<file path="src/design/acem_defines.vh">
/*
 * Constants of the audio clock error monitor: register offsets, field positions,
 * reset values and timing figures.
 * Assumes it is included by bare name from the design files of the block.
 */
`ifndef ACEM_DEFINES_VH
`define ACEM_DEFINES_VH

// Register indexes; the byte address on the bus is four times the index.
`define ACEM_IDX_STATUS 8'h04
`define ACEM_IDX_SPEED 8'h22
`define ACEM_IDX_CYC_MSB 8'h23
`define ACEM_IDX_CYC_LSB 8'h24
`define ACEM_IDX_CTRL 8'h25
`define ACEM_IDX_FAULT 8'h26

// Fields of the detector ignore control register, and the lock flag of the status register.
`define ACEM_BIT_IGN_RATE 6
`define ACEM_BIT_IGN_BITCLK 5
`define ACEM_BIT_IGN_SYSRATIO 4
`define ACEM_BIT_IGN_HALT 3
`define ACEM_BIT_IGN_MISSING 2
`define ACEM_BIT_AUTOSET_DIS 1
`define ACEM_BIT_IGN_PLL 0
`define ACEM_BIT_PLL_LOCK 4

// Reset values.
`define ACEM_RST_CTRL 7'h00
`define ACEM_RST_SPEED 2'h0
`define ACEM_RST_CYC 16'h0100

// Timing figures.
`define ACEM_CLK_HZ 25000000
`define ACEM_FS_MAX_HZ 384000
`define ACEM_FS_MIN_HZ 8000
`define ACEM_FS_SINGLE_HZ 48000
`define ACEM_FS_DOUBLE_HZ 96000
`define ACEM_FS_QUAD_HZ 192000
`define ACEM_HALT_TIME_NS 4000
`define ACEM_MISSING_TIME_NS 8000
`define ACEM_CLK_PERIOD_NS 40
`define ACEM_BCK_RATIO_MIN 32
`define ACEM_BCK_RATIO_MAX 256
`define ACEM_RATIO_TOL 2

`endif

</file>
<file path="src/design/acem_top.v">
/*
 * Audio clock error monitor: checks frame, bit and system clocks against one another,
 * watches PLL lock, and holds the detector ignore control register behind an APB slave.
 * Assumes all pin inputs are synchronous to clk_in and sampled as plain levels.
 */
// Implementation choice: the APB slave port.
`timescale 1ns/1ps
`default_nettype none
`include "acem_defines.vh"

// What this block does
// - A sample-rate fault raises clock error while the rate ignore bit is 0, and also sets the bit-clock and system-clock ratio faults.
// - A bit-clock fault is reported unless the bit clock is stable at 32 to 256 edges per frame.
// - A bit-clock fault raises clock error only while the bit-clock ignore bit is 0.
// - A system-clock fault is flagged unless edges per frame match an allowed ratio within a margin.
// - A system-clock ratio fault raises clock error only while its ignore bit is 0.
// - A static or too slow system clock is a halt that raises clock error unless its ignore bit is 1.
// - Frame and bit clocks count as missing only when both are held low, not when held high.
// - Missing clocks force powerdown while the missing ignore bit is 0 and leave powerdown low when it is 1.
// - The autoset disable bit at 0 derives dividers automatically and at 1 uses the manual values.
// - Loss of PLL lock raises clock error only while the PLL ignore bit is 0.
// - The lock flag at bit 4 of the status register always shows the true lock state.
// - After reset all seven control bits read 0, so all detectors and autoset are on.
// - While autoset is on, the manual speed selection and frame cycle count are disregarded.
module acem_top #(
	parameter NRAT = 4,
	parameter [39:0] SYS_RATIOS = {10'd256, 10'd192, 10'd128, 10'd64},
	parameter RW = 10,
	parameter PW = 16
) (
	input wire clk_in,
	input wire rst_n_in,
	input wire psel_in,
	input wire penable_in,
	input wire pwrite_in,
	input wire [11:0] paddr_in,
	input wire [31:0] pwdata_in,
	input wire frame_clock_in,
	input wire bit_clock_in,
	input wire sys_clock_in,
	input wire pll_locked_in,
	output reg [31:0] prdata_out,
	output reg pready_out,
	output reg pslverr_out,
	output reg clock_error_out,
	output reg powerdown_out,
	output reg autoset_active_out,
	output reg [1:0] speed_sel_out,
	output reg [15:0] frame_cycles_out
);

	// ****************************************************************
	// Timing counts.
	// ****************************************************************
	localparam integer FRAME_MIN = `ACEM_CLK_HZ / `ACEM_FS_MAX_HZ;
	localparam integer FRAME_MAX = `ACEM_CLK_HZ / `ACEM_FS_MIN_HZ;
	localparam integer P_SINGLE = `ACEM_CLK_HZ / `ACEM_FS_SINGLE_HZ;
	localparam integer P_DOUBLE = `ACEM_CLK_HZ / `ACEM_FS_DOUBLE_HZ;
	localparam integer P_QUAD = `ACEM_CLK_HZ / `ACEM_FS_QUAD_HZ;
	localparam integer HALT_CYC = (`ACEM_HALT_TIME_NS + `ACEM_CLK_PERIOD_NS - 1) / `ACEM_CLK_PERIOD_NS;
	localparam integer MISS_CYC = (`ACEM_MISSING_TIME_NS + `ACEM_CLK_PERIOD_NS - 1) / `ACEM_CLK_PERIOD_NS;
	localparam [RW-1:0] BCK_MIN = `ACEM_BCK_RATIO_MIN;
	localparam [RW-1:0] BCK_MAX = `ACEM_BCK_RATIO_MAX;
	localparam [RW-1:0] TOL = `ACEM_RATIO_TOL;

	// ****************************************************************
	// Register state.
	// ****************************************************************
	reg [6:0] ctrl_q;
	reg [1:0] speed_q;
	reg [15:0] cycles_q;
	reg pready_q;
	wire [7:0] idx;
	wire addr_ok;
	wire wr_go;
	wire rd_go;

	wire ign_rate;
	wire ign_bitclk;
	wire ign_sysratio;
	wire ign_halt;
	wire ign_missing;
	wire autoset_dis;
	wire ign_pll;

	assign ign_rate = ctrl_q[`ACEM_BIT_IGN_RATE];
	assign ign_bitclk = ctrl_q[`ACEM_BIT_IGN_BITCLK];
	assign ign_sysratio = ctrl_q[`ACEM_BIT_IGN_SYSRATIO];
	assign ign_halt = ctrl_q[`ACEM_BIT_IGN_HALT];
	assign ign_missing = ctrl_q[`ACEM_BIT_IGN_MISSING];
	assign autoset_dis = ctrl_q[`ACEM_BIT_AUTOSET_DIS];
	assign ign_pll = ctrl_q[`ACEM_BIT_IGN_PLL];

	// ****************************************************************
	// Frame clock period measurement.
	// ****************************************************************
	reg frame_q;
	reg [PW-1:0] period_cnt_q;
	reg [PW-1:0] period_q;
	reg period_valid_q;
	wire frame_edge;

	assign frame_edge = frame_clock_in & ~frame_q;

	always @(posedge clk_in or negedge rst_n_in) begin
		if (!rst_n_in) begin
			frame_q <= 1'b0;
			period_cnt_q <= {PW{1'b0}};
			period_q <= {PW{1'b0}};
			period_valid_q <= 1'b0;
		end else begin
			frame_q <= frame_clock_in;
			if (frame_edge) begin
				period_cnt_q <= {{(PW-1){1'b0}}, 1'b1};
				period_q <= period_cnt_q;
				period_valid_q <= 1'b1;
			end else if (period_cnt_q != {PW{1'b1}}) begin
				period_cnt_q <= period_cnt_q + {{(PW-1){1'b0}}, 1'b1};
			end
		end
	end

	// ****************************************************************
	// Edge counters against the frame clock.
	// ****************************************************************
	wire [RW-1:0] bck_count;
	wire bck_done;
	wire [RW-1:0] sck_count;
	wire sck_done;

	acem_ratio_meter #(
		.W(RW)
	) u_bck_meter (
		.clk_in(clk_in),
		.rst_n_in(rst_n_in),
		.frame_edge_in(frame_edge),
		.sig_in(bit_clock_in),
		.count_out(bck_count),
		.done_out(bck_done)
	);

	acem_ratio_meter #(
		.W(RW)
	) u_sck_meter (
		.clk_in(clk_in),
		.rst_n_in(rst_n_in),
		.frame_edge_in(frame_edge),
		.sig_in(sys_clock_in),
		.count_out(sck_count),
		.done_out(sck_done)
	);

	// ****************************************************************
	// Halt and missing clock detectors.
	// ****************************************************************
	reg sys_q;
	wire halt_det;
	wire missing_det;

	always @(posedge clk_in or negedge rst_n_in) begin
		if (!rst_n_in) begin
			sys_q <= 1'b0;
		end else begin
			sys_q <= sys_clock_in;
		end
	end

	acem_idle_timer #(
		.LIMIT(HALT_CYC),
		.W(12)
	) u_halt (
		.clk_in(clk_in),
		.rst_n_in(rst_n_in),
		.cond_in(sys_clock_in == sys_q),
		.idle_out(halt_det)
	);

	acem_idle_timer #(
		.LIMIT(MISS_CYC),
		.W(12)
	) u_missing (
		.clk_in(clk_in),
		.rst_n_in(rst_n_in),
		.cond_in(~frame_clock_in & ~bit_clock_in),
		.idle_out(missing_det)
	);

	// ****************************************************************
	// Fault evaluation.
	// ****************************************************************
	reg rate_flt_q;
	reg bck_flt_q;
	reg sck_flt_q;
	reg unlock_q;
	reg [RW-1:0] bck_prev_q;
	wire [RW-1:0] bck_diff;
	wire [NRAT-1:0] ratio_hit;

	assign bck_diff = (bck_count > bck_prev_q) ? (bck_count - bck_prev_q) : (bck_prev_q - bck_count);

	genvar gi;
	generate
		for (gi = 0; gi < NRAT; gi = gi + 1) begin : g_ratio
			wire [RW-1:0] r;
			assign r = SYS_RATIOS[gi*10 +: 10];
			assign ratio_hit[gi] = (sck_count + TOL >= r) && (sck_count <= r + TOL);
		end
	endgenerate

	always @(posedge clk_in or negedge rst_n_in) begin
		if (!rst_n_in) begin
			rate_flt_q <= 1'b0;
			bck_flt_q <= 1'b0;
			sck_flt_q <= 1'b0;
			unlock_q <= 1'b0;
			bck_prev_q <= {RW{1'b0}};
		end else begin
			unlock_q <= ~pll_locked_in;
			if (period_cnt_q > FRAME_MAX[PW-1:0]) begin
				rate_flt_q <= 1'b1;
			end else if (frame_edge) begin
				rate_flt_q <= (period_cnt_q < FRAME_MIN[PW-1:0]);
			end
			if (rate_flt_q) begin
				bck_flt_q <= 1'b1;
				sck_flt_q <= 1'b1;
			end else begin
				if (bck_done) begin
					bck_prev_q <= bck_count;
					bck_flt_q <= (bck_count < BCK_MIN) || (bck_count > BCK_MAX) || (bck_diff > TOL);
				end
				if (sck_done) begin
					sck_flt_q <= ~|ratio_hit;
				end
			end
		end
	end

	// ****************************************************************
	// Automatic divider derivation.
	// ****************************************************************
	reg [1:0] auto_speed;
	wire [15:0] auto_cycles;

	assign auto_cycles = period_valid_q ? period_q[15:0] : `ACEM_RST_CYC;

	always @* begin
		if (period_q >= P_SINGLE[PW-1:0]) begin
			auto_speed = 2'h0;
		end else if (period_q >= P_DOUBLE[PW-1:0]) begin
			auto_speed = 2'h1;
		end else if (period_q >= P_QUAD[PW-1:0]) begin
			auto_speed = 2'h2;
		end else begin
			auto_speed = 2'h3;
		end
	end

	// ****************************************************************
	// Outputs.
	// ****************************************************************
	always @(posedge clk_in or negedge rst_n_in) begin
		if (!rst_n_in) begin
			clock_error_out <= 1'b0;
			powerdown_out <= 1'b0;
			autoset_active_out <= 1'b1;
			speed_sel_out <= `ACEM_RST_SPEED;
			frame_cycles_out <= `ACEM_RST_CYC;
		end else begin
			clock_error_out <= (rate_flt_q & ~ign_rate) |
				(bck_flt_q & ~ign_bitclk) |
				(sck_flt_q & ~ign_sysratio) |
				(halt_det & ~ign_halt) |
				(unlock_q & ~ign_pll);
			powerdown_out <= missing_det & ~ign_missing;
			autoset_active_out <= ~autoset_dis;
			if (autoset_dis) begin
				speed_sel_out <= speed_q;
				frame_cycles_out <= cycles_q;
			end else begin
				speed_sel_out <= auto_speed;
				frame_cycles_out <= auto_cycles;
			end
		end
	end

	// ****************************************************************
	// APB slave.
	// ****************************************************************
	assign idx = paddr_in[9:2];
	assign addr_ok = (paddr_in[1:0] == 2'h0) && (paddr_in[11:10] == 2'h0) &&
		((idx == `ACEM_IDX_STATUS) || (idx == `ACEM_IDX_SPEED) || (idx == `ACEM_IDX_CYC_MSB) ||
		(idx == `ACEM_IDX_CYC_LSB) || (idx == `ACEM_IDX_CTRL) || (idx == `ACEM_IDX_FAULT));
	assign rd_go = psel_in & penable_in & ~pready_q;
	assign wr_go = psel_in & penable_in & pready_q & pwrite_in & addr_ok;

	reg [31:0] rdata;

	always @* begin
		rdata = 32'h00000000;
		case (idx)
			`ACEM_IDX_STATUS: begin
				rdata[`ACEM_BIT_PLL_LOCK] = pll_locked_in;
			end
			`ACEM_IDX_SPEED: begin
				rdata[1:0] = speed_q;
			end
			`ACEM_IDX_CYC_MSB: begin
				rdata[7:0] = cycles_q[15:8];
			end
			`ACEM_IDX_CYC_LSB: begin
				rdata[7:0] = cycles_q[7:0];
			end
			`ACEM_IDX_CTRL: begin
				rdata[6:0] = ctrl_q;
			end
			`ACEM_IDX_FAULT: begin
				rdata[6:0] = {clock_error_out, unlock_q, missing_det, halt_det, sck_flt_q, bck_flt_q, rate_flt_q};
			end
			default: begin
				rdata = 32'h00000000;
			end
		endcase
	end

	always @(posedge clk_in or negedge rst_n_in) begin
		if (!rst_n_in) begin
			ctrl_q <= `ACEM_RST_CTRL;
			speed_q <= `ACEM_RST_SPEED;
			cycles_q <= `ACEM_RST_CYC;
			pready_q <= 1'b0;
			pready_out <= 1'b0;
			pslverr_out <= 1'b0;
			prdata_out <= 32'h00000000;
		end else begin
			pready_q <= rd_go;
			pready_out <= rd_go;
			pslverr_out <= rd_go & ~addr_ok;
			if (rd_go) begin
				prdata_out <= (addr_ok && !pwrite_in) ? rdata : 32'h00000000;
			end
			if (wr_go) begin
				case (idx)
					`ACEM_IDX_SPEED: begin
						speed_q <= pwdata_in[1:0];
					end
					`ACEM_IDX_CYC_MSB: begin
						cycles_q[15:8] <= pwdata_in[7:0];
					end
					`ACEM_IDX_CYC_LSB: begin
						cycles_q[7:0] <= pwdata_in[7:0];
					end
					`ACEM_IDX_CTRL: begin
						ctrl_q <= pwdata_in[6:0];
					end
					default: begin
						ctrl_q <= ctrl_q;
					end
				endcase
			end
		end
	end

endmodule
`default_nettype wire

</file>
<file path="src/design/acem_idle_timer.v">
/*
 * Idle timer: reports when a condition has held for a number of clock cycles.
 * Assumes the condition input is synchronous to clk_in.
 */
`timescale 1ns/1ps
`default_nettype none

module acem_idle_timer #(
	parameter LIMIT = 100,
	parameter W = 12
) (
	input wire clk_in,
	input wire rst_n_in,
	input wire cond_in,
	output reg idle_out
);

	reg [W-1:0] cnt_q;

	always @(posedge clk_in or negedge rst_n_in) begin
		if (!rst_n_in) begin
			cnt_q <= {W{1'b0}};
			idle_out <= 1'b0;
		end else begin
			if (!cond_in) begin
				cnt_q <= {W{1'b0}};
			end else if (cnt_q < LIMIT[W-1:0]) begin
				cnt_q <= cnt_q + {{(W-1){1'b0}}, 1'b1};
			end
			idle_out <= cond_in && (cnt_q >= LIMIT[W-1:0]);
		end
	end

endmodule
`default_nettype wire

</file>
<file path="src/design/acem_ratio_meter.v">
/*
 * Ratio meter: counts rising edges of a clock-like input within each frame.
 * Assumes frame_edge_in is a one-cycle pulse and sig_in is synchronous to clk_in.
 */
`timescale 1ns/1ps
`default_nettype none

module acem_ratio_meter #(
	parameter W = 10
) (
	input wire clk_in,
	input wire rst_n_in,
	input wire frame_edge_in,
	input wire sig_in,
	output reg [W-1:0] count_out,
	output reg done_out
);

	reg sig_q;
	reg [W-1:0] cnt_q;
	wire rise;
	wire [W-1:0] inc;

	assign rise = sig_in & ~sig_q;
	assign inc = {{(W-1){1'b0}}, rise};

	always @(posedge clk_in or negedge rst_n_in) begin
		if (!rst_n_in) begin
			sig_q <= 1'b0;
			cnt_q <= {W{1'b0}};
			count_out <= {W{1'b0}};
			done_out <= 1'b0;
		end else begin
			sig_q <= sig_in;
			done_out <= frame_edge_in;
			if (frame_edge_in) begin
				count_out <= cnt_q;
				cnt_q <= inc;
			end else if (cnt_q != {W{1'b1}}) begin
				cnt_q <= cnt_q + inc;
			end
		end
	end

endmodule
`default_nettype wire

</file>
<file path="config.mk">
export PLATFORM = sky130hd
export DESIGN_NAME = acem_top
export DESIGN_NICKNAME = d
export VERILOG_FILES = /design/src/design/acem_top.v /design/src/design/acem_idle_timer.v /design/src/design/acem_ratio_meter.v
export VERILOG_INCLUDE_DIRS = /design/src /design/src/design
export SDC_FILE = /design/constraint.sdc
export NUM_CORES = 1
export LEC_CHECK = 0
export BUFFER_PORTS_ARGS = -buffer_cell sky130_fd_sc_hd__buf_2
export CAP_MARGIN = 20
export CORE_MARGIN = 4
export CORE_UTILIZATION = 59
export CTS_BUF_LIST = sky130_fd_sc_hd__clkbuf_16
export DETAILED_ROUTE_END_ITERATION = 7
export PLACE_DENSITY = 0.87
export SYNTH_ARGS = -nofsm -noshare
export SYNTH_HDL_FRONTEND = slang
export SYNTH_SLANG_ARGS = --single-unit
</file>
<file path="constraint.sdc">
create_clock -name clk_in -period 3.72 [get_ports clk_in]
set_clock_uncertainty 0.2 [all_clocks]
set_input_delay 0.186 -clock clk_in [delete_from_list [all_inputs] [get_ports clk_in]]
set_output_delay 0.186 -clock clk_in [all_outputs]
set_load 0.005 [all_outputs]
</file>
==> run_results.csv <==
group,metric,value,unit
power,p_leak,4.924,nW
worst_setup_path,required,3820,ps
floorplan,die_area,17430,sq um
sta,rsz0062_at_grt,"no",
power,power_density,452.9,nW/um^2
sta,fin_setup_tns,0,ps
worst_setup_path,cp-end-kind,"flip-flop",
job,maxCapViolations,0,
logic_synthesis,ys_warn_count,0,
floorplan,ioPinCount,108,
worst_setup_path,setup.worst_path.class,"flip-flop to flip-flop",
route,postRouteAntennaNets,0,
finish,nets,1087,
finish,area.growth.synth_to_final,12.23,%
route,vias,7166,
clock_network,clk_pin_slew,70,ps
grt,grt_pass1_vias,7062,
logic_synthesis,ys.flop_type,"dfrtp_1",
floorplan,rows,45,
route,avgViaCountPerCell,5.972,
worst_setup_path,timing.rr.start,"u_bck_meter.count_out[0]",
sta,min_period,2925,ps
worst_setup_path,cp_data_arrival_time,3020,ps
grt,grt_antenna_before_repair,0,
grt,overflow,0,
worst_setup_path,cp_max_fo,4,
placement,place.gp.congestion,0.9434,
sta,final_max_slew_viol_count,0,
logic_synthesis,synth_top_cell_by_area,"dfrtp_1",
logic_synthesis,ys_seq_elements,173,
placement,post_dp_cell_area,9380,sq um
worst_setup_path,rr_worst_depth,10,
route,finalWirelength,20680,um
sta,max_freq,0.3419,GHz
finish,drive_gt1_frac,0.1423,
logic_synthesis,ys_seq_area_frac,0.4776,
worst_setup_path,r2r-end,"bck_flt_q",
clock_network,post_cts_resized,0,
route,drt-pass1-iter-count,7,
placement,place_hpwl,13650,um
floorplan,start_util,0.5990,
worst_setup_path,critPathBufInv,2,
finish,regArea,4333,sq um
worst_setup_path,cp_slowest_stage_delay,430,ps
run_status,status,"complete, no violations",
logic_synthesis,yosys.area.top_type_share,0.4689,
clock_network,cts_inserted_buffers,17,
logic_synthesis,async_reset_ff_frac,1.000,
placement,portBuffers,59,
worst_setup_path,cp-start-kind,"flip-flop",
worst_setup_path,critPathLaunch,"u_bck_meter.count_out[0]",
clock_network,ctsHtreeMaxLevel,4,
worst_setup_path,critPathTopFamily,"compound AO/OA/AOI/OAI gates",
floorplan,core_region_area,15150,sq um
clock_network,clock-root-buffer,"clkbuf_16",
logic_synthesis,syn_avg_cell_area,9.714,sq um
worst_hold_path,hp-class,"input pin to flip-flop",
sta,slew-limit-headroom,0.2679,
clock_network,cts_tree,"built",
logic_synthesis,netlist_top_cells_area,"dfrtp_1 47%, nand2_1 6.5%, ha_1 4.6%, mux2_4 3.8%, o21ai_0 3.8%",
logic_synthesis,synthCells,934,
grt,grt_max_degree,87,
grt,grt_pass1_wl,35070,um
worst_setup_path,crit_path_end,"bck_flt_q",
logic_synthesis,synth_edf_count,0,
clock_network,clock-sinks,173,
grt,globalRouteTotalUtil,0.2446,
sta,tightest_slew,1098,ps
sta,setup_viol,0,
floorplan,die_h,132.0,um
worst_setup_path,crit_slowest_cell,"a2111oi_0",
logic_synthesis,yosysUniqueCellTypes,77,
worst_setup_path,r2r_slack,790,ps
route,drc_errors,0,
sta,hold_violations,0,
finish,multi_input_area,4293,sq um
logic_synthesis,synth_area,9072,sq um
worst_setup_path,cpMostUsedCell,"inv_1",
floorplan,die_w,132.0,um
finish,insertedDiodeCount,0,
finish,fillers,1061,
route,wl_per_cell,17.23,um
clock_network,clockBufferDepth,2,
finish,fin_area,10180,sq um
worst_setup_path,path_depth,10,
clock_network,cts_setup_buffers,0,
power,peakVddDrop,0.4237,mV
clock_network,clk_latency,430,ps
sta,post-route-period-util,0.7863,
worst_setup_path,worstPathCellList,"inv_1, ha_1, inv_1, fa_1, a211oi_1, o21ai_0, a222oi_1, nand4_1, a2111oi_0, nor3_1",
route,drtIter0Drc,856,
## cell type report
class | instances | area share
tap | 188 | 0.02310
clock buffer | 17 | 0.04178
timing repair buffer | 85 | 0.05493
multi-input combinational | 672 | 0.4216
clock inverter | 15 | 0.01462
inverter | 50 | 0.01843
sequential | 173 | 0.4255
## cell usage in the layout, fill, tap and decap left out, drive strengths merged, types with 10 or more instances in the layout
cell / Yosys / final
mux2: 27 / 27
clkbuf: 30 / 17
conb: 1 / 24
nor2: 63 / 63
and2: 17 / 17
nand2b: 10 / 10
xor2: 12 / 12
o21ai: 68 / 68
dfrtp: 170 / 170
a31oi: 13 / 13
a21oi: 28 / 28
nand4: 22 / 22
xnor2: 21 / 21
nand2: 161 / 161
dlygate4sd3: 0 / 20
inv: 50 / 55
ha: 33 / 33
buf: 32 / 65
nor3: 15 / 15
nand3: 13 / 13
or3: 13 / 13
and3: 16 / 16
## through the flow
step	hold slack [ps]	utilization	setup WS [ps]	power [mW]	cells
after floorplan	-309.6	-	1126	2.660	957
after global placement	81.85	0.6193	863.2	2.836	1146
after detailed placement	86.14	0.6193	832.6	2.871	1146
after CTS	8.634	0.6705	829.1	4.619	1198
after global routing	39.63	0.6723	569.9	4.832	1200
final	38.00	0.6723	794.9	4.611	1200
## registers in the layout, indices dropped and copies added (netlist names), 2 cells and up
signal	flops
cycles_q	16
u_sck_meter.count_out	10
period_q	16
bck_prev_q	10
speed_sel_out	2
u_halt.cnt_q	12
u_missing.cnt_q	12
frame_cycles_out	16
speed_q	2
u_sck_meter.cnt_q	10
u_bck_meter.cnt_q	10
u_bck_meter.count_out	10
ctrl_q	7
prdata_out	8
period_cnt_q	16
## worst register-to-register path, delay by kind of cell (launching register included)
kind                     cells  cell delay, ps
flip-flops                   1             410
AND/OR/NAND/NOR              2             240
adder cells (fa/ha/maj)      2             590
AO/OA/AOI/OAI                4            1210
buffers and inverters        2             150
## cell usage after synthesis (5+ instances only)
cell type and count:
a22oi_1 5, a21oi_1 28, dfrtp_1 170, nand4_1 22, nand2_1 158, and2_1 17, nor3_1 13, inv_1 49
mux2_4 23, nor2_1 63, a22o_1 8, or2_2 6, xnor2_1 21, nor4_1 6, ha_1 33, a222oi_1 6
buf_4 25, xor2_1 12, clkbuf_1 30, a31oi_1 12, o21ai_0 68, nand2b_1 10, or4_1 5, or3_1 13
nor3b_1 6, nand3_1 13, a21o_1 5, and3_1 16, nor2b_1 8
## logic make-up (layout without fill, tap and decap cells)
| logic type | Yosys count | after routing | synth area share |
|---|---|---|---|
| other | 1 | 24 | 0.0004133 |
| AND/OR/NAND/NOR | 375 | 375 | 0.2076 |
| multiplexers | 30 | 30 | 0.04634 |
| buffers and inverters | 112 | 167 | 0.05875 |
| adder cells (fa/ha/maj) | 35 | 35 | 0.04992 |
| flip-flops | 173 | 173 | 0.4776 |
| XOR/XNOR | 33 | 33 | 0.03186 |
| AO/OA/AOI/OAI | 175 | 175 | 0.1276 |
## power breakdown
part	internal [mW]	switching [mW]
logic	0.334	0.447
clock network	0.987	0.740
registers	1.98	0.119
total	3.30	1.31
## worst min path at each step
stage / start / depth (start not counted) / endpoint
4_1_cts: paddr_in[11] / 4 / speed_q[0]
6_report: paddr_in[0] / 4 / speed_q[0]
3_5_place_dp: rst_n_in / 1 / cycles_q[6]
5_1_grt: paddr_in[0] / 4 / speed_q[0]
3_3_place_gp: rst_n_in / 1 / ctrl_q[3]
2_1_floorplan: rst_n_in / 0 / bck_flt_q
## layer usage
metal  track usage  up-vias  share of wire  wire [um]
li1              -     3327              -          -
met2        0.4122      283           0.50      10320
met3       0.04084       57          0.052       1078
met4       0.08985        0          0.026        544
met5             0        -              0          0
met1        0.3205     3499           0.42       8743
## repair_timing
item / CTS / global route
setup endpoints to repair: 0 / 0
endpoints found under the hold margin: 125 / 0
hold buffers: 20 / 0
(Power assumes the default switching activity.)
